[src/core/pcs_pkg.sv]
/*
  constants shared by the configuration/status register bank:
  management frame fields, register addresses, field positions,
  reset values and sleep timeouts.
  assumes a 100 MHz system clock.
*/
package pcs_pkg;
  // ----------------------------------------------------------
  // management frame
  // ----------------------------------------------------------
  localparam int PREAMBLE_ONES = 32;  // ones before a start
  localparam logic [1:0] OP_READ = 2'h2;
  localparam logic [1:0] OP_WRITE = 2'h1;
  localparam int HDR_BITS = 12;  // opcode, phy address, reg address
  localparam int DATA_BITS = 16;

  // ----------------------------------------------------------
  // register addresses
  // ----------------------------------------------------------
  localparam logic [4:0] REG_CFG = 5'h10;  // extended configuration
  localparam logic [4:0] REG_STAT2 = 5'h11;  // live status two

  // ----------------------------------------------------------
  // configuration field positions
  // ----------------------------------------------------------
  localparam int CFG_LOOP_SUP = 8;
  localparam int CFG_CRS_EXT = 7;
  localparam int CFG_SLEEP_EN = 6;
  localparam int CFG_PRE_PASS = 5;
  localparam int CFG_TIMER_HI = 4;
  localparam int CFG_TIMER_LO = 3;
  localparam int CFG_FEFI_EN = 2;
  localparam int CFG_ALT_NP = 1;
  localparam int CFG_FIBER = 0;

  // ----------------------------------------------------------
  // status field positions
  // ----------------------------------------------------------
  localparam int ST_TX_MODE = 14;
  localparam int ST_XMIT = 13;
  localparam int ST_RECV = 12;
  localparam int ST_COL = 11;
  localparam int ST_LINK = 10;

  // ----------------------------------------------------------
  // reset values
  // ----------------------------------------------------------
  localparam logic RST_LOOP_SUP = 1'h0;
  localparam logic RST_CRS_EXT = 1'h0;
  localparam logic RST_PRE_PASS = 1'h0;
  localparam logic [1:0] RST_TIMER = 2'h0;
  localparam logic RST_FEFI_EN = 1'h1;
  localparam logic RST_ALT_NP = 1'h0;
  localparam logic [15:0] RST_STATUS = 16'h0000;

  // ----------------------------------------------------------
  // sleep timeouts
  // ----------------------------------------------------------
  localparam int CLK_MHZ = 100;
  localparam int SLEEP_T0_MS = 3040;
  localparam int SLEEP_T1_MS = 2000;
  localparam int SLEEP_T2_MS = 1040;
  localparam int SLEEP_T0_CYC = SLEEP_T0_MS * 1000 * CLK_MHZ;
  localparam int SLEEP_T1_CYC = SLEEP_T1_MS * 1000 * CLK_MHZ;
  localparam int SLEEP_T2_CYC = SLEEP_T2_MS * 1000 * CLK_MHZ;
  localparam logic [1:0] TIMER_UNUSED = 2'h3;
endpackage : pcs_pkg

[src/core/pcs_sleep_if.sv]
/*
  carrier between the register bank and its sleep timer.
  assumes both ends share clk_sys.
*/
`timescale 1ns/1ps
`default_nettype none
interface pcs_sleep_if;
  logic enable;  // sleep permitted
  logic [1:0] sel;  // timeout code
  logic activity;  // line energy or link present
  logic asleep;  // timeout reached
  modport ctrl (output enable, output sel, output activity, input asleep);
  modport timer (input enable, input sel, input activity, output asleep);
endinterface : pcs_sleep_if
`default_nettype wire

[src/core/pcs_sleep_timer.sv]
/*
  idle timer that decides when low-power sleep is entered.
  assumes enable, sel and activity are synchronous to clk_sys.
*/
`timescale 1ns/1ps
`default_nettype none
module pcs_sleep_timer #(
  parameter int T0_CYC = pcs_pkg::SLEEP_T0_CYC,
  parameter int T1_CYC = pcs_pkg::SLEEP_T1_CYC,
  parameter int T2_CYC = pcs_pkg::SLEEP_T2_CYC
) (
  input wire logic clk_sys,
  input wire logic nrst,
  pcs_sleep_if.timer slp
);
  // ----------------------------------------------------------
  // idle counter
  // ----------------------------------------------------------
  logic [31:0] idle_cnt;  // cycles without activity
  logic [31:0] limit;  // selected timeout

  // timeout per code; the unused code never sleeps
  always_comb
  begin
    unique case (slp.sel)
      2'h0: limit = 32'(T0_CYC);
      2'h1: limit = 32'(T1_CYC);
      2'h2: limit = 32'(T2_CYC);
      2'h3: limit = 32'h0000_0000;
    endcase
  end

  // count idle time, restart on any activity
  always_ff @(posedge clk_sys or negedge nrst)
  begin
    if (!nrst)
    begin
      idle_cnt <= 32'h0000_0000;
      slp.asleep <= 1'b0;
    end
    else if (!slp.enable || slp.activity || slp.sel == pcs_pkg::TIMER_UNUSED)
    begin
      idle_cnt <= 32'h0000_0000;
      slp.asleep <= 1'b0;
    end
    else if (idle_cnt >= limit - 32'h0000_0001)
      slp.asleep <= 1'b1;  // saturate, stay asleep
    else
      idle_cnt <= idle_cnt + 32'h0000_0001;
  end
endmodule : pcs_sleep_timer
`default_nettype wire

[src/core/pcs_regs.sv]
/*
  configuration and live status registers of a 10/100 transceiver,
  reached over the serial management port, plus the receive-side
  carrier and preamble shaping that the configuration steers.
  assumes mdc and mdio_i are synchronous to clk_sys and mdc is
  well below half the clock rate.
*/
// Function
// - alternate next-page bit gates page capability
// - media select, reset value from strap
// - suppress 10M half-duplex loopback when set
// - 10M carrier held until receive valid drops
// - no preamble: valid rises with delimiter
// - preamble pass: valid with carrier, preamble out
// - 100M always delivers preamble
// - sleep timeout codes 3.04/2.00/1.04 s
// - far-end fault send enable, reset one
// - status shows 100BASE-TX mode
// - status shows transmit activity
// - status shows receive activity
// - status shows collision
// - status shows link up
`timescale 1ns/1ps
`default_nettype none
module pcs_regs #(
  parameter int T0_CYC = pcs_pkg::SLEEP_T0_CYC,
  parameter int T1_CYC = pcs_pkg::SLEEP_T1_CYC,
  parameter int T2_CYC = pcs_pkg::SLEEP_T2_CYC
) (
  input wire logic clk_sys,
  input wire logic nrst,
  input wire logic mdc,
  input wire logic mdio_i,
  output logic mdio_o,
  output logic mdio_oe,
  input wire logic [4:0] phy_addr,
  input wire logic strap_media,
  input wire logic strap_sleep,
  input wire logic speed_100,
  input wire logic full_duplex,
  input wire logic link_up,
  input wire logic tx_active,
  input wire logic rx_active,
  input wire logic col_active,
  input wire logic crs_line,
  input wire logic line_rx_valid,
  input wire logic line_sfd,
  input wire logic [3:0] line_rxd,
  input wire logic np_ability,
  output logic next_page_cap,
  output logic fiber_mode,
  output logic ten_meg_loopback_suppress_en,
  output logic fefi_tx_en,
  output logic crs,
  output logic rx_dv,
  output logic [3:0] rxd,
  output logic sleep_mode
);
  // ----------------------------------------------------------
  // configuration fields and status
  // ----------------------------------------------------------
  logic alt_next_page_enable;
  logic fiber_select;
  logic ten_meg_loopback_suppress;
  logic carrier_extend_select;
  logic sleep_enable;
  logic preamble_pass;
  logic [1:0] sleep_timer_sel;
  logic fault_code_enable;
  logic strap_done;  // straps captured once after reset
  logic [15:0] status;  // live status two image
  logic [15:0] cfg_word;
  logic [15:0] rd_word;

  // ----------------------------------------------------------
  // management port engine
  // ----------------------------------------------------------
  typedef enum logic [2:0] {MD_PRE, MD_ST, MD_HDR, MD_TA, MD_DATA} pcs_md_st_t;
  pcs_md_st_t md_st;
  logic mdc_q;  // previous mdc level for edge find
  logic mdc_rise;
  logic [5:0] md_cnt;  // bit counter in the current field
  logic [11:0] hdr;  // opcode, phy address, register address
  logic [15:0] shift;  // data in or out
  logic is_rd;
  logic cfg_wr;
  logic [11:0] next_hdr;

  assign mdc_rise = mdc & ~mdc_q;
  assign next_hdr = {hdr[10:0], mdio_i};
  // a write lands on the edge that samples the last data bit
  assign cfg_wr = mdc_rise && md_st == MD_DATA && !is_rd
    && md_cnt == 6'(pcs_pkg::DATA_BITS - 1) && hdr[4:0] == pcs_pkg::REG_CFG;

  always_ff @(posedge clk_sys or negedge nrst)
  begin
    if (!nrst)
      mdc_q <= 1'b0;
    else
      mdc_q <= mdc;
  end

  // frame walk: preamble, start, header, turnaround, data
  always_ff @(posedge clk_sys or negedge nrst)
  begin
    if (!nrst)
    begin
      md_st <= MD_PRE;
      md_cnt <= 6'h00;
      hdr <= 12'h000;
      shift <= 16'h0000;
      is_rd <= 1'b0;
      mdio_o <= 1'b0;
      mdio_oe <= 1'b0;
    end
    else if (mdc_rise)
    begin
      unique case (md_st)
        MD_PRE:
        begin
          // ones saturate; a zero after enough ones is the start
          if (mdio_i)
            md_cnt <= (md_cnt == 6'(pcs_pkg::PREAMBLE_ONES)) ? md_cnt : md_cnt + 6'h01;
          else if (md_cnt == 6'(pcs_pkg::PREAMBLE_ONES))
            md_st <= MD_ST;
          else
            md_cnt <= 6'h00;
        end
        MD_ST:
        begin
          md_cnt <= 6'h00;
          md_st <= mdio_i ? MD_HDR : MD_PRE;
        end
        MD_HDR:
        begin
          hdr <= next_hdr;
          md_cnt <= md_cnt + 6'h01;
          if (md_cnt == 6'(pcs_pkg::HDR_BITS - 1))
          begin
            md_cnt <= 6'h00;
            is_rd <= next_hdr[11:10] == pcs_pkg::OP_READ;
            // other addresses and bad opcodes fall back to hunting
            if (next_hdr[9:5] == phy_addr
                && (next_hdr[11:10] == pcs_pkg::OP_READ
                || next_hdr[11:10] == pcs_pkg::OP_WRITE))
              md_st <= MD_TA;
            else
              md_st <= MD_PRE;
          end
        end
        MD_TA:
        begin
          md_cnt <= md_cnt + 6'h01;
          if (md_cnt == 6'h00)
          begin
            // second turnaround bit is ours to drive low on a read
            mdio_oe <= is_rd;
            mdio_o <= 1'b0;
          end
          else
          begin
            md_cnt <= 6'h00;
            md_st <= MD_DATA;
            shift <= is_rd ? rd_word : 16'h0000;
            mdio_o <= is_rd & rd_word[15];
          end
        end
        MD_DATA:
        begin
          md_cnt <= md_cnt + 6'h01;
          shift <= {shift[14:0], mdio_i};
          mdio_o <= is_rd & shift[14];
          if (md_cnt == 6'(pcs_pkg::DATA_BITS - 1))
          begin
            md_cnt <= 6'h00;
            mdio_oe <= 1'b0;
            mdio_o <= 1'b0;
            md_st <= MD_PRE;
          end
        end
      endcase
    end
  end

  // ----------------------------------------------------------
  // register read mux
  // ----------------------------------------------------------
  always_comb
  begin
    cfg_word = 16'h0000;
    cfg_word[pcs_pkg::CFG_LOOP_SUP] = ten_meg_loopback_suppress;
    cfg_word[pcs_pkg::CFG_CRS_EXT] = carrier_extend_select;
    cfg_word[pcs_pkg::CFG_SLEEP_EN] = sleep_enable;
    cfg_word[pcs_pkg::CFG_PRE_PASS] = preamble_pass;
    cfg_word[pcs_pkg::CFG_TIMER_HI:pcs_pkg::CFG_TIMER_LO] = sleep_timer_sel;
    cfg_word[pcs_pkg::CFG_FEFI_EN] = fault_code_enable;
    cfg_word[pcs_pkg::CFG_ALT_NP] = alt_next_page_enable;
    cfg_word[pcs_pkg::CFG_FIBER] = fiber_select;
  end

  // unmapped addresses read zero
  assign rd_word = (hdr[4:0] == pcs_pkg::REG_CFG) ? cfg_word
    : (hdr[4:0] == pcs_pkg::REG_STAT2) ? status : 16'h0000;

  // ----------------------------------------------------------
  // phy_extended_configuration
  // ----------------------------------------------------------
  // straps cannot be loaded under async reset, so they are taken
  // on the first edge after release; no frame can finish that soon
  always_ff @(posedge clk_sys or negedge nrst)
  begin
    if (!nrst)
    begin
      strap_done <= 1'b0;
      fiber_select <= 1'b0;
      sleep_enable <= 1'b0;
    end
    else if (!strap_done)
    begin
      strap_done <= 1'b1;
      fiber_select <= strap_media;
      sleep_enable <= strap_sleep;
    end
    else if (cfg_wr)
    begin
      fiber_select <= mdio_i;
      sleep_enable <= shift[pcs_pkg::CFG_SLEEP_EN - 1];
    end
  end

  // remaining fields; the data word is {shift[14:0], mdio_i}
  always_ff @(posedge clk_sys or negedge nrst)
  begin
    if (!nrst)
    begin
      ten_meg_loopback_suppress <= pcs_pkg::RST_LOOP_SUP;
      carrier_extend_select <= pcs_pkg::RST_CRS_EXT;
      preamble_pass <= pcs_pkg::RST_PRE_PASS;
      sleep_timer_sel <= pcs_pkg::RST_TIMER;
      fault_code_enable <= pcs_pkg::RST_FEFI_EN;
      alt_next_page_enable <= pcs_pkg::RST_ALT_NP;
    end
    else if (cfg_wr)
    begin
      ten_meg_loopback_suppress <= shift[pcs_pkg::CFG_LOOP_SUP - 1];
      carrier_extend_select <= shift[pcs_pkg::CFG_CRS_EXT - 1];
      preamble_pass <= shift[pcs_pkg::CFG_PRE_PASS - 1];
      sleep_timer_sel <= shift[pcs_pkg::CFG_TIMER_HI - 1:pcs_pkg::CFG_TIMER_LO - 1];
      fault_code_enable <= shift[pcs_pkg::CFG_FEFI_EN - 1];
      alt_next_page_enable <= shift[pcs_pkg::CFG_ALT_NP - 1];
    end
  end

  // ----------------------------------------------------------
  // live status two
  // ----------------------------------------------------------
  // no write path, reserved bits stay zero
  always_ff @(posedge clk_sys or negedge nrst)
  begin
    if (!nrst)
      status <= pcs_pkg::RST_STATUS;
    else
    begin
      status <= 16'h0000;
      // fiber at 100 is not TX mode
      status[pcs_pkg::ST_TX_MODE] <= speed_100 & ~fiber_select;
      status[pcs_pkg::ST_XMIT] <= tx_active;
      status[pcs_pkg::ST_RECV] <= rx_active;
      status[pcs_pkg::ST_COL] <= col_active;
      status[pcs_pkg::ST_LINK] <= link_up;
    end
  end

  // ----------------------------------------------------------
  // control outputs
  // ----------------------------------------------------------
  always_ff @(posedge clk_sys or negedge nrst)
  begin
    if (!nrst)
    begin
      next_page_cap <= 1'b0;
      fiber_mode <= 1'b0;
      ten_meg_loopback_suppress_en <= 1'b0;
      fefi_tx_en <= 1'b0;
    end
    else
    begin
      next_page_cap <= alt_next_page_enable & np_ability;
      fiber_mode <= fiber_select;
      // loopback only in 10M half-duplex twisted pair
      ten_meg_loopback_suppress_en <= ~fiber_select & ~speed_100 & ~full_duplex
        & ~ten_meg_loopback_suppress;
      fefi_tx_en <= fault_code_enable;
    end
  end

  // ----------------------------------------------------------
  // receive shaping
  // ----------------------------------------------------------
  logic sfd_seen;  // delimiter already passed in this frame
  logic pass_pre;
  logic next_rx_dv;

  assign pass_pre = preamble_pass | speed_100;
  // without pass, valid waits for the delimiter
  // with pass, valid follows carrier from the first nibble
  assign next_rx_dv = line_rx_valid & (pass_pre | sfd_seen | line_sfd);

  always_ff @(posedge clk_sys or negedge nrst)
  begin
    if (!nrst)
    begin
      sfd_seen <= 1'b0;
      rx_dv <= 1'b0;
      rxd <= 4'h0;
      crs <= 1'b0;
    end
    else
    begin
      sfd_seen <= line_rx_valid & (sfd_seen | line_sfd);
      rx_dv <= next_rx_dv;
      rxd <= next_rx_dv ? line_rxd : 4'h0;
      // 10M carrier stretched while receive valid stands
      crs <= crs_line | (carrier_extend_select & ~speed_100 & next_rx_dv);
    end
  end

  // ----------------------------------------------------------
  // sleep
  // ----------------------------------------------------------
  pcs_sleep_if slp ();
  assign slp.enable = sleep_enable;
  // timeout code handed to the timer
  assign slp.sel = sleep_timer_sel;
  assign slp.activity = link_up | crs_line;

  pcs_sleep_timer #(
    .T0_CYC(T0_CYC),
    .T1_CYC(T1_CYC),
    .T2_CYC(T2_CYC)
  ) i_pcs_sleep_timer (
    .clk_sys(clk_sys),
    .nrst(nrst),
    .slp(slp.timer)
  );

  always_ff @(posedge clk_sys or negedge nrst)
  begin
    if (!nrst)
      sleep_mode <= 1'b0;
    else
      sleep_mode <= slp.asleep;
  end
endmodule : pcs_regs
`default_nettype wire

[config.mk]
export PLATFORM = sky130hd
export DESIGN_NAME = pcs_regs
export DESIGN_NICKNAME = d
export VERILOG_FILES = /design/src/core/pcs_pkg.sv /design/src/core/pcs_sleep_if.sv /design/src/core/pcs_sleep_timer.sv /design/src/core/pcs_regs.sv
export SDC_FILE = /design/constraint.sdc
export NUM_CORES = 1
export LEC_CHECK = 0
export BUFFER_PORTS_ARGS = -buffer_cell sky130_fd_sc_hd__buf_2
export CAP_MARGIN = 25
export CORE_UTILIZATION = 60
export CTS_CLUSTER_DIAMETER = 80
export DETAILED_ROUTE_END_ITERATION = 16
export PLACE_DENSITY = 0.86
export SYNTH_ARGS = -nofsm -noshare
export SYNTH_HDL_FRONTEND = slang
export SYNTH_SLANG_ARGS = --single-unit
[constraint.sdc]
create_clock -name clk_sys -period 4 [get_ports clk_sys]
set_input_delay 0.4 -clock clk_sys [delete_from_list [all_inputs] [get_ports clk_sys]]
set_output_delay 0.4 -clock clk_sys [all_outputs]
set_load 0.1 [all_outputs]
After elaboration in Yosys (flattened, before gate mapping)

Cells that the tools add are included.

Equality and inequality tests: 24
Add/sub/neg operators: 3
Multipliers: 0
Shifts and indexed selects: 0
Bitwise operators: 23
Order comparisons: 1
Reduce and logical (&&, ||, !) cells: 22
Divide/modulo/power cells: 0
Mux-type cells: 36

Operators by type and width:

| operator                                                                | count |
|---|---|
| 32-bit case mux with 4 select lines                                     | 1 |
| 32-bit two-way mux                                                      | 2 |
| 15-bit two-way mux                                                      | 4 |
| 6-bit two-way mux                                                       | 6 |
| 32-bit by 1-bit adder with 32-bit output, second input constant         | 1 |
| 32-bit >= comparator                                                    | 1 |
| 32-bit by 1-bit subtractor with 32-bit output, second input constant    | 1 |
| 15-bit case mux with 2 select lines                                     | 1 |
| 6-bit case mux with 5 select lines                                      | 1 |
| 3-bit two-way mux                                                       | 5 |
| 3-bit case mux with 5 select lines                                      | 1 |
| 6-bit by 4-bit == test with 1-bit output, second input constant         | 2 |
| 2-bit inequality test, second input constant                            | 6 |
| 1-bit bitwise AND                                                       | 11 |
| 5-bit == test, second input constant                                    | 2 |
| 1-bit two-way mux                                                       | 10 |
| 6-bit by 1-bit adder with 6-bit output, second input constant           | 1 |
| 2-bit == test, second input constant                                    | 3 |
| 3-bit by 2-bit == test with 1-bit output, second input constant         | 2 |
| 6-bit == test, second input constant                                    | 1 |
| 6-bit zero test                                                         | 1 |
| 2-bit by 1-bit inequality test with 1-bit output, second input constant | 3 |
| 1-bit OR                                                                | 6 |
| 2-bit AND reduction                                                     | 3 |
| 18 further kinds                                                        | 34 |

ROM bits: 0
Latch bits: 0
Word-level logic and storage cells: 138
RAM bits: 0
Memories: 0
Bits in registers: 99
Input bits: 25
Output and inout bits: 13

Logic depth before layout (Yosys ltp)

Depth after elaboration: 8
Gate-level depth with buffers: 12
Gate-level depth less buffers: 11

Modules after synthesis

Synthesis repeated with hierarchy kept, for this count alone.

Cells, all modules: 509
Area, all modules: 5353.9 µm²

By module, submodules not included:

| module          | instances | cells an instance | area each (µm²) |
|---|---|---|---|
| pcs_regs        | 1         | 247               | 3021.6 |
| pcs_sleep_timer | 1         | 262               | 2332.2 |

Least setup slack after synthesis

Ideal clock, no wire load.

Kind: reg2reg
From: register sleep_timer_sel[1]
To: register i_pcs_sleep_timer.idle_cnt[31]
Arrival: 2.678 ns
Path buffers: 0
Slack: 1.202 ns
Cell stages (with the launch flop): 12
Setup time: 0.120 ns
Cell sequence: dfrtp_1 > inv_1 > ha_1 > xnor2_1 > ha_1 > a21oi_1 > a21boi_0 > o2111ai_1 > nand4_1 > nor3_1 > a311oi_1 > a41o_1

Cells in the longest elaborated chain, start to end: 5
Elaborated cells between the ends (all ways): 10

Ends and longest elaborated chain:

| item                                                              | line                                         | RTL |
|---|---|---|
| start: declaration                                                | pcs_regs.sv:68                               | `logic [1:0] sleep_timer_sel;` |
| start signal: assignment                                          | pcs_regs.sv:239                              | `sleep_timer_sel <= pcs_pkg::RST_TIMER;` |
| start signal: assignment                                          | pcs_regs.sv:248                              | `sleep_timer_sel <= shift[pcs_pkg::CFG_TIMER_HI - 1:pcs_pkg::CFG_TIMER_LO - 1];` |
| 2-bit == test, or another cell as far along                       | pcs_sleep_timer.sv:25, pcs_sleep_timer.sv:41 |  |
| 32-bit case mux with 4 select lines                               | pcs_sleep_timer.sv:25                        | `unique case (slp.sel)` |
| 32-bit by 1-bit subtractor with 32-bit output                     | pcs_sleep_timer.sv:46                        | `else if (idle_cnt >= limit - 32'h0000_0001)` |
| 32-bit >= comparator                                              | pcs_sleep_timer.sv:46                        |  |
| 2-bit by 1-bit inequality test with 1-bit output (no source line) | -                                            |  |
| end signal: assignment                                            | pcs_sleep_timer.sv:49                        | `idle_cnt <= idle_cnt + 32'h0000_0001;` |
| end: declaration                                                  | pcs_sleep_timer.sv:19                        | `logic [31:0] idle_cnt;` |

Parallel ways exist; a longest one is shown, timed or not. The select of a mux whose other input is x is not followed.
A chain may end at the register's enable or synchronous reset.

Worst setup path in the final report

Ends and elaborated chain as after synthesis.

==> run_results.csv <==
group,metric,value,unit
sta,tightest_slew,908.3,ps
worst_setup_path,required,4260,ps
placement,place_area,5429,um2
pwr,p_comb_frac,0.217,
worst_setup_path,cp-start-kind,"flip-flop",
drt,vias,3999,
cts,htree_num_levels,3,
cells_and_area,n_fill_cell,625,
pwr,p_int,1.658,mW
worst_setup_path,path_max_fanout,8,
drt,ant_nets,0,
drt,drt-vias-per-instance,6.068,
floorplanning,core_area,8258,um2
logic_synthesis,synth_cell_types,53,
logic_synthesis,syn_avg_cell_area,10.05,um2
cts,cts-root-buf,"clkbuf_8",
cts,cts_resized,0,
logic_synthesis,synth_ff_type,"dfrtp_1",
floorplanning,start_util,0.6208,
drt,routed_wl,10560,um
pwr,power_density,444.6,nW/um2
logic_synthesis,synth_top_family_by_area,"simple AND/OR/NAND/NOR gates",
cells_and_area,mostFrequentLayoutCells,"98 x dfrtp_1, 69 x nor2_1, 36 x xnor2_1, 36 x buf_2, 33 x nand2_1",
pwr,clkPwrFrac,0.244,
logic_synthesis,synth.area.mux_share,0.04345,
grt,grt_usage,0.2566,
cts,clkTransAtPathRegs,100,ps
grt,grt_pass1_vias,3981,
cells_and_area,diodes,0,
cells_and_area,drive_gt1_frac,0.1552,
floorplanning,die_y,94.43,um
cells_and_area,fin_nets,606,
grt,grt_max_degree,73,
cells_and_area,multi_input_area,2519,um2
sta,setup_viol,0,
floorplanning,rows,33,
worst_setup_path,cp_cell_sequence,"inv_1 -> ha_1 -> xnor2_1 -> ha_1 -> a21oi_1 -> o21ai_0 -> o21ai_0 -> nand4_1 -> nor3_1 -> a311oi_1 -> a41o_1",
sta,slew_headroom,0.3922,
sta,whs,126.3,ps
sta,fin_skew,11.40,ps
worst_setup_path,cpPeakStageDelay,510,ps
logic_synthesis,synth_fa_ha_area_frac,0.07811,
cells_and_area,area_delta_synth_final,9.470,%
sta,fmax,293.4,MHz
logic_synthesis,synth_xor_xnor_area_share,0.06322,
cells_and_area,stdcell_area,5612,um2
floorplanning,io_pins,38,
cts,clock_latency,370,ps
pwr,power,2.495,mW
logic_synthesis,synth_seq_cells,99,
logic_synthesis,ys_seq_area_frac,0.4835,
floorplanning,fp.dieW,94.43,um
cells_and_area,utilization,0.6795,
grt,grt_overflow,0,
worst_setup_path,ff2ff_path_depth,11,
worst_setup_path,worstPathArrival,3670,ps
cts,cts_made_buffers,9,
sta,finalMaxSlewViolations,0,
placement,gp_congestion,0.8559,
logic_synthesis,async_flop_share,1.000,
worst_setup_path,critPathTopFamily,"compound AO/OA/AOI/OAI gates",
status,status,"finished, final reports clean",
worst_setup_path,path_depth,11,
sta,min_period,3408,ps
drt,wl_per_cell,16.03,um
sta,finalHoldViolCount,0,
logic_synthesis,synthCells,510,
cells_and_area,final_common_cell,"dfrtp_1",
grt,antenna_found_initial,0,
logic_synthesis,synth_area,5126,um2
sta,fin_crit_sh,0.8521,
pwr,switchingPower,0.8373,mW
grt,grt_first_pass_wirelength,17750,um
drt,firstDrtPassIters,4,
drt,initialDrtViolationCount,202,
worst_setup_path,crit_type,"reg -> reg",
cells_and_area,regArea,2479,um2
hold_path,hp-class,"in -> reg",
sta,finalSetupTns,0,ps
logic_synthesis,synthSimpleGateAreaFrac,0.1967,
cts,cts_tree,"built",
drt,route.detailed.drc,0,
worst_setup_path,path_buf_inv,1,
placement,dpl.hpwl,7489,um
hold_path,hold_depth,1,
cts,clk_path_buf_depth,2,
cts,cts_setup_buffers,0,
logic_synthesis,syn_nets,567,
worst_setup_path,worst_setup_path_end_kind,"flip-flop",
pwr,max-vdd-ir-drop,0.0001969,V
pwr,p_leak,2.482,nW
logic_synthesis,synth_compound_area_frac,0.1091,
worst_setup_path,slowest_stage,"nor3_1",
pwr,power_frac_seq,0.540,
logic_synthesis,synth_edf_count,0,
cts,hold_buffers,0,
floorplanning,dieArea,8917,um2
placement,io_buffers,37,
sta,rsz0062_at_grt,"false",
pwr,switching_share,0.3356,
cts,cts.sinks,99,
logic_synthesis,ys_warn_count,0,
job,drv_cap,0,
==> through the flow <==
stage                     worst slack [ps]  std cells
after floorplan                       1202        510
after global placement               948.4        643
after detailed placement             668.3        643
after CTS                            656.7        659
after global routing                 321.7        659
final                                591.6        659
==> cell type report <==
| class | count | share of cell area |
|---|---|---|
| clock buffer | 10 | 0.02274 |
| timing repair buffer | 43 | 0.04147 |
| clock inverter | 6 | 0.009810 |
| tap | 105 | 0.02341 |
| multi-input combinational | 378 | 0.4488 |
| inverter | 18 | 0.01204 |
| sequential | 99 | 0.4417 |
==> layer usage <==
layer,up-vias,track usage,wire [um]
li1,1895,-,-
met1,1948,0.3118,4427
met2,133,0.4541,5433
met3,23,0.04911,495
met4,0,0.08974,207
met5,-,0,0
==> flip-flops by register name (all words and copies together) (netlist names), 2 cells and up <==
signal                      cells
sleep_timer_sel                 2
rxd                             4
i_pcs_sleep_timer.idle_cnt     32
shift                          15
md_cnt                          6
hdr                            11
md_st                           3
status                          5
==> path summary, 6_finish.rpt <==
path	from	endpoint	slack [ps]
worst max-delay path	sleep_timer_sel[1]	i_pcs_sleep_timer.idle_cnt[31]	590
worst min-delay path	tx_active	status[13]	130
worst max register to register	sleep_timer_sel[1]	i_pcs_sleep_timer.idle_cnt[31]	590
worst min register to register	i_pcs_sleep_timer.slp.asleep	sleep_mode	390
max in group asynchronous	nrst	i_pcs_sleep_timer.idle_cnt[17]	2950
min in group asynchronous	nrst	hdr[7]	140
==> logic make-up (layout without fill, tap and decap cells) <==
group / Yosys count / count (layout)
and+or+nand+nor: 201 / 201
DFF: 99 / 99
AOI/OAI and AO/OA: 87 / 87
xor gates and xnor gates: 37 / 37
buffers and inverters: 33 / 77
adders and majority gates: 32 / 32
muxes: 20 / 20
other: 1 / 1
==> cells in the mapped netlist, drive strengths merged (13+ instances only) <==
| library cell | count | area share |
|---|---|---|
| nand2 | 33 | 0.024 |
| nand3 | 22 | 0.021 |
| mux2 | 18 | 0.040 |
| a22oi | 14 | 0.021 |
| o21ai | 21 | 0.021 |
| nor3 | 17 | 0.018 |
| inv | 18 | 0.013 |
| ha | 32 | 0.078 |
| xnor2 | 36 | 0.062 |
| nor2 | 69 | 0.051 |
| nand4 | 13 | 0.016 |
| dfrtp | 98 | 0.48 |
| nor4 | 21 | 0.029 |
| a21oi | 32 | 0.031 |
==> worst reg2reg max path: cells and delay by family, from the launching register on <==
kind,cells,cell delay [ps]
simple gates,2,830
buf+inv,1,150
xor+xnor,1,410
compound gates,5,880
flops,1,440
fa+ha+maj,2,600
==> power by group through the flow <==
stage / Clock (mW) / Combinational [mW] / Sequential (mW)
6_report: 0.608 / 0.541 / 1.35
5_1_grt: 0.657 / 0.614 / 1.38
4_1_cts: 0.620 / 0.550 / 1.35
3_5_place_dp: 0 / 0.544 / 1.36
3_3_place_gp: 0 / 0.515 / 1.35
2_1_floorplan: 0 / 0.409 / 1.34
Note: power is estimated with default switching activity, not from simulation.
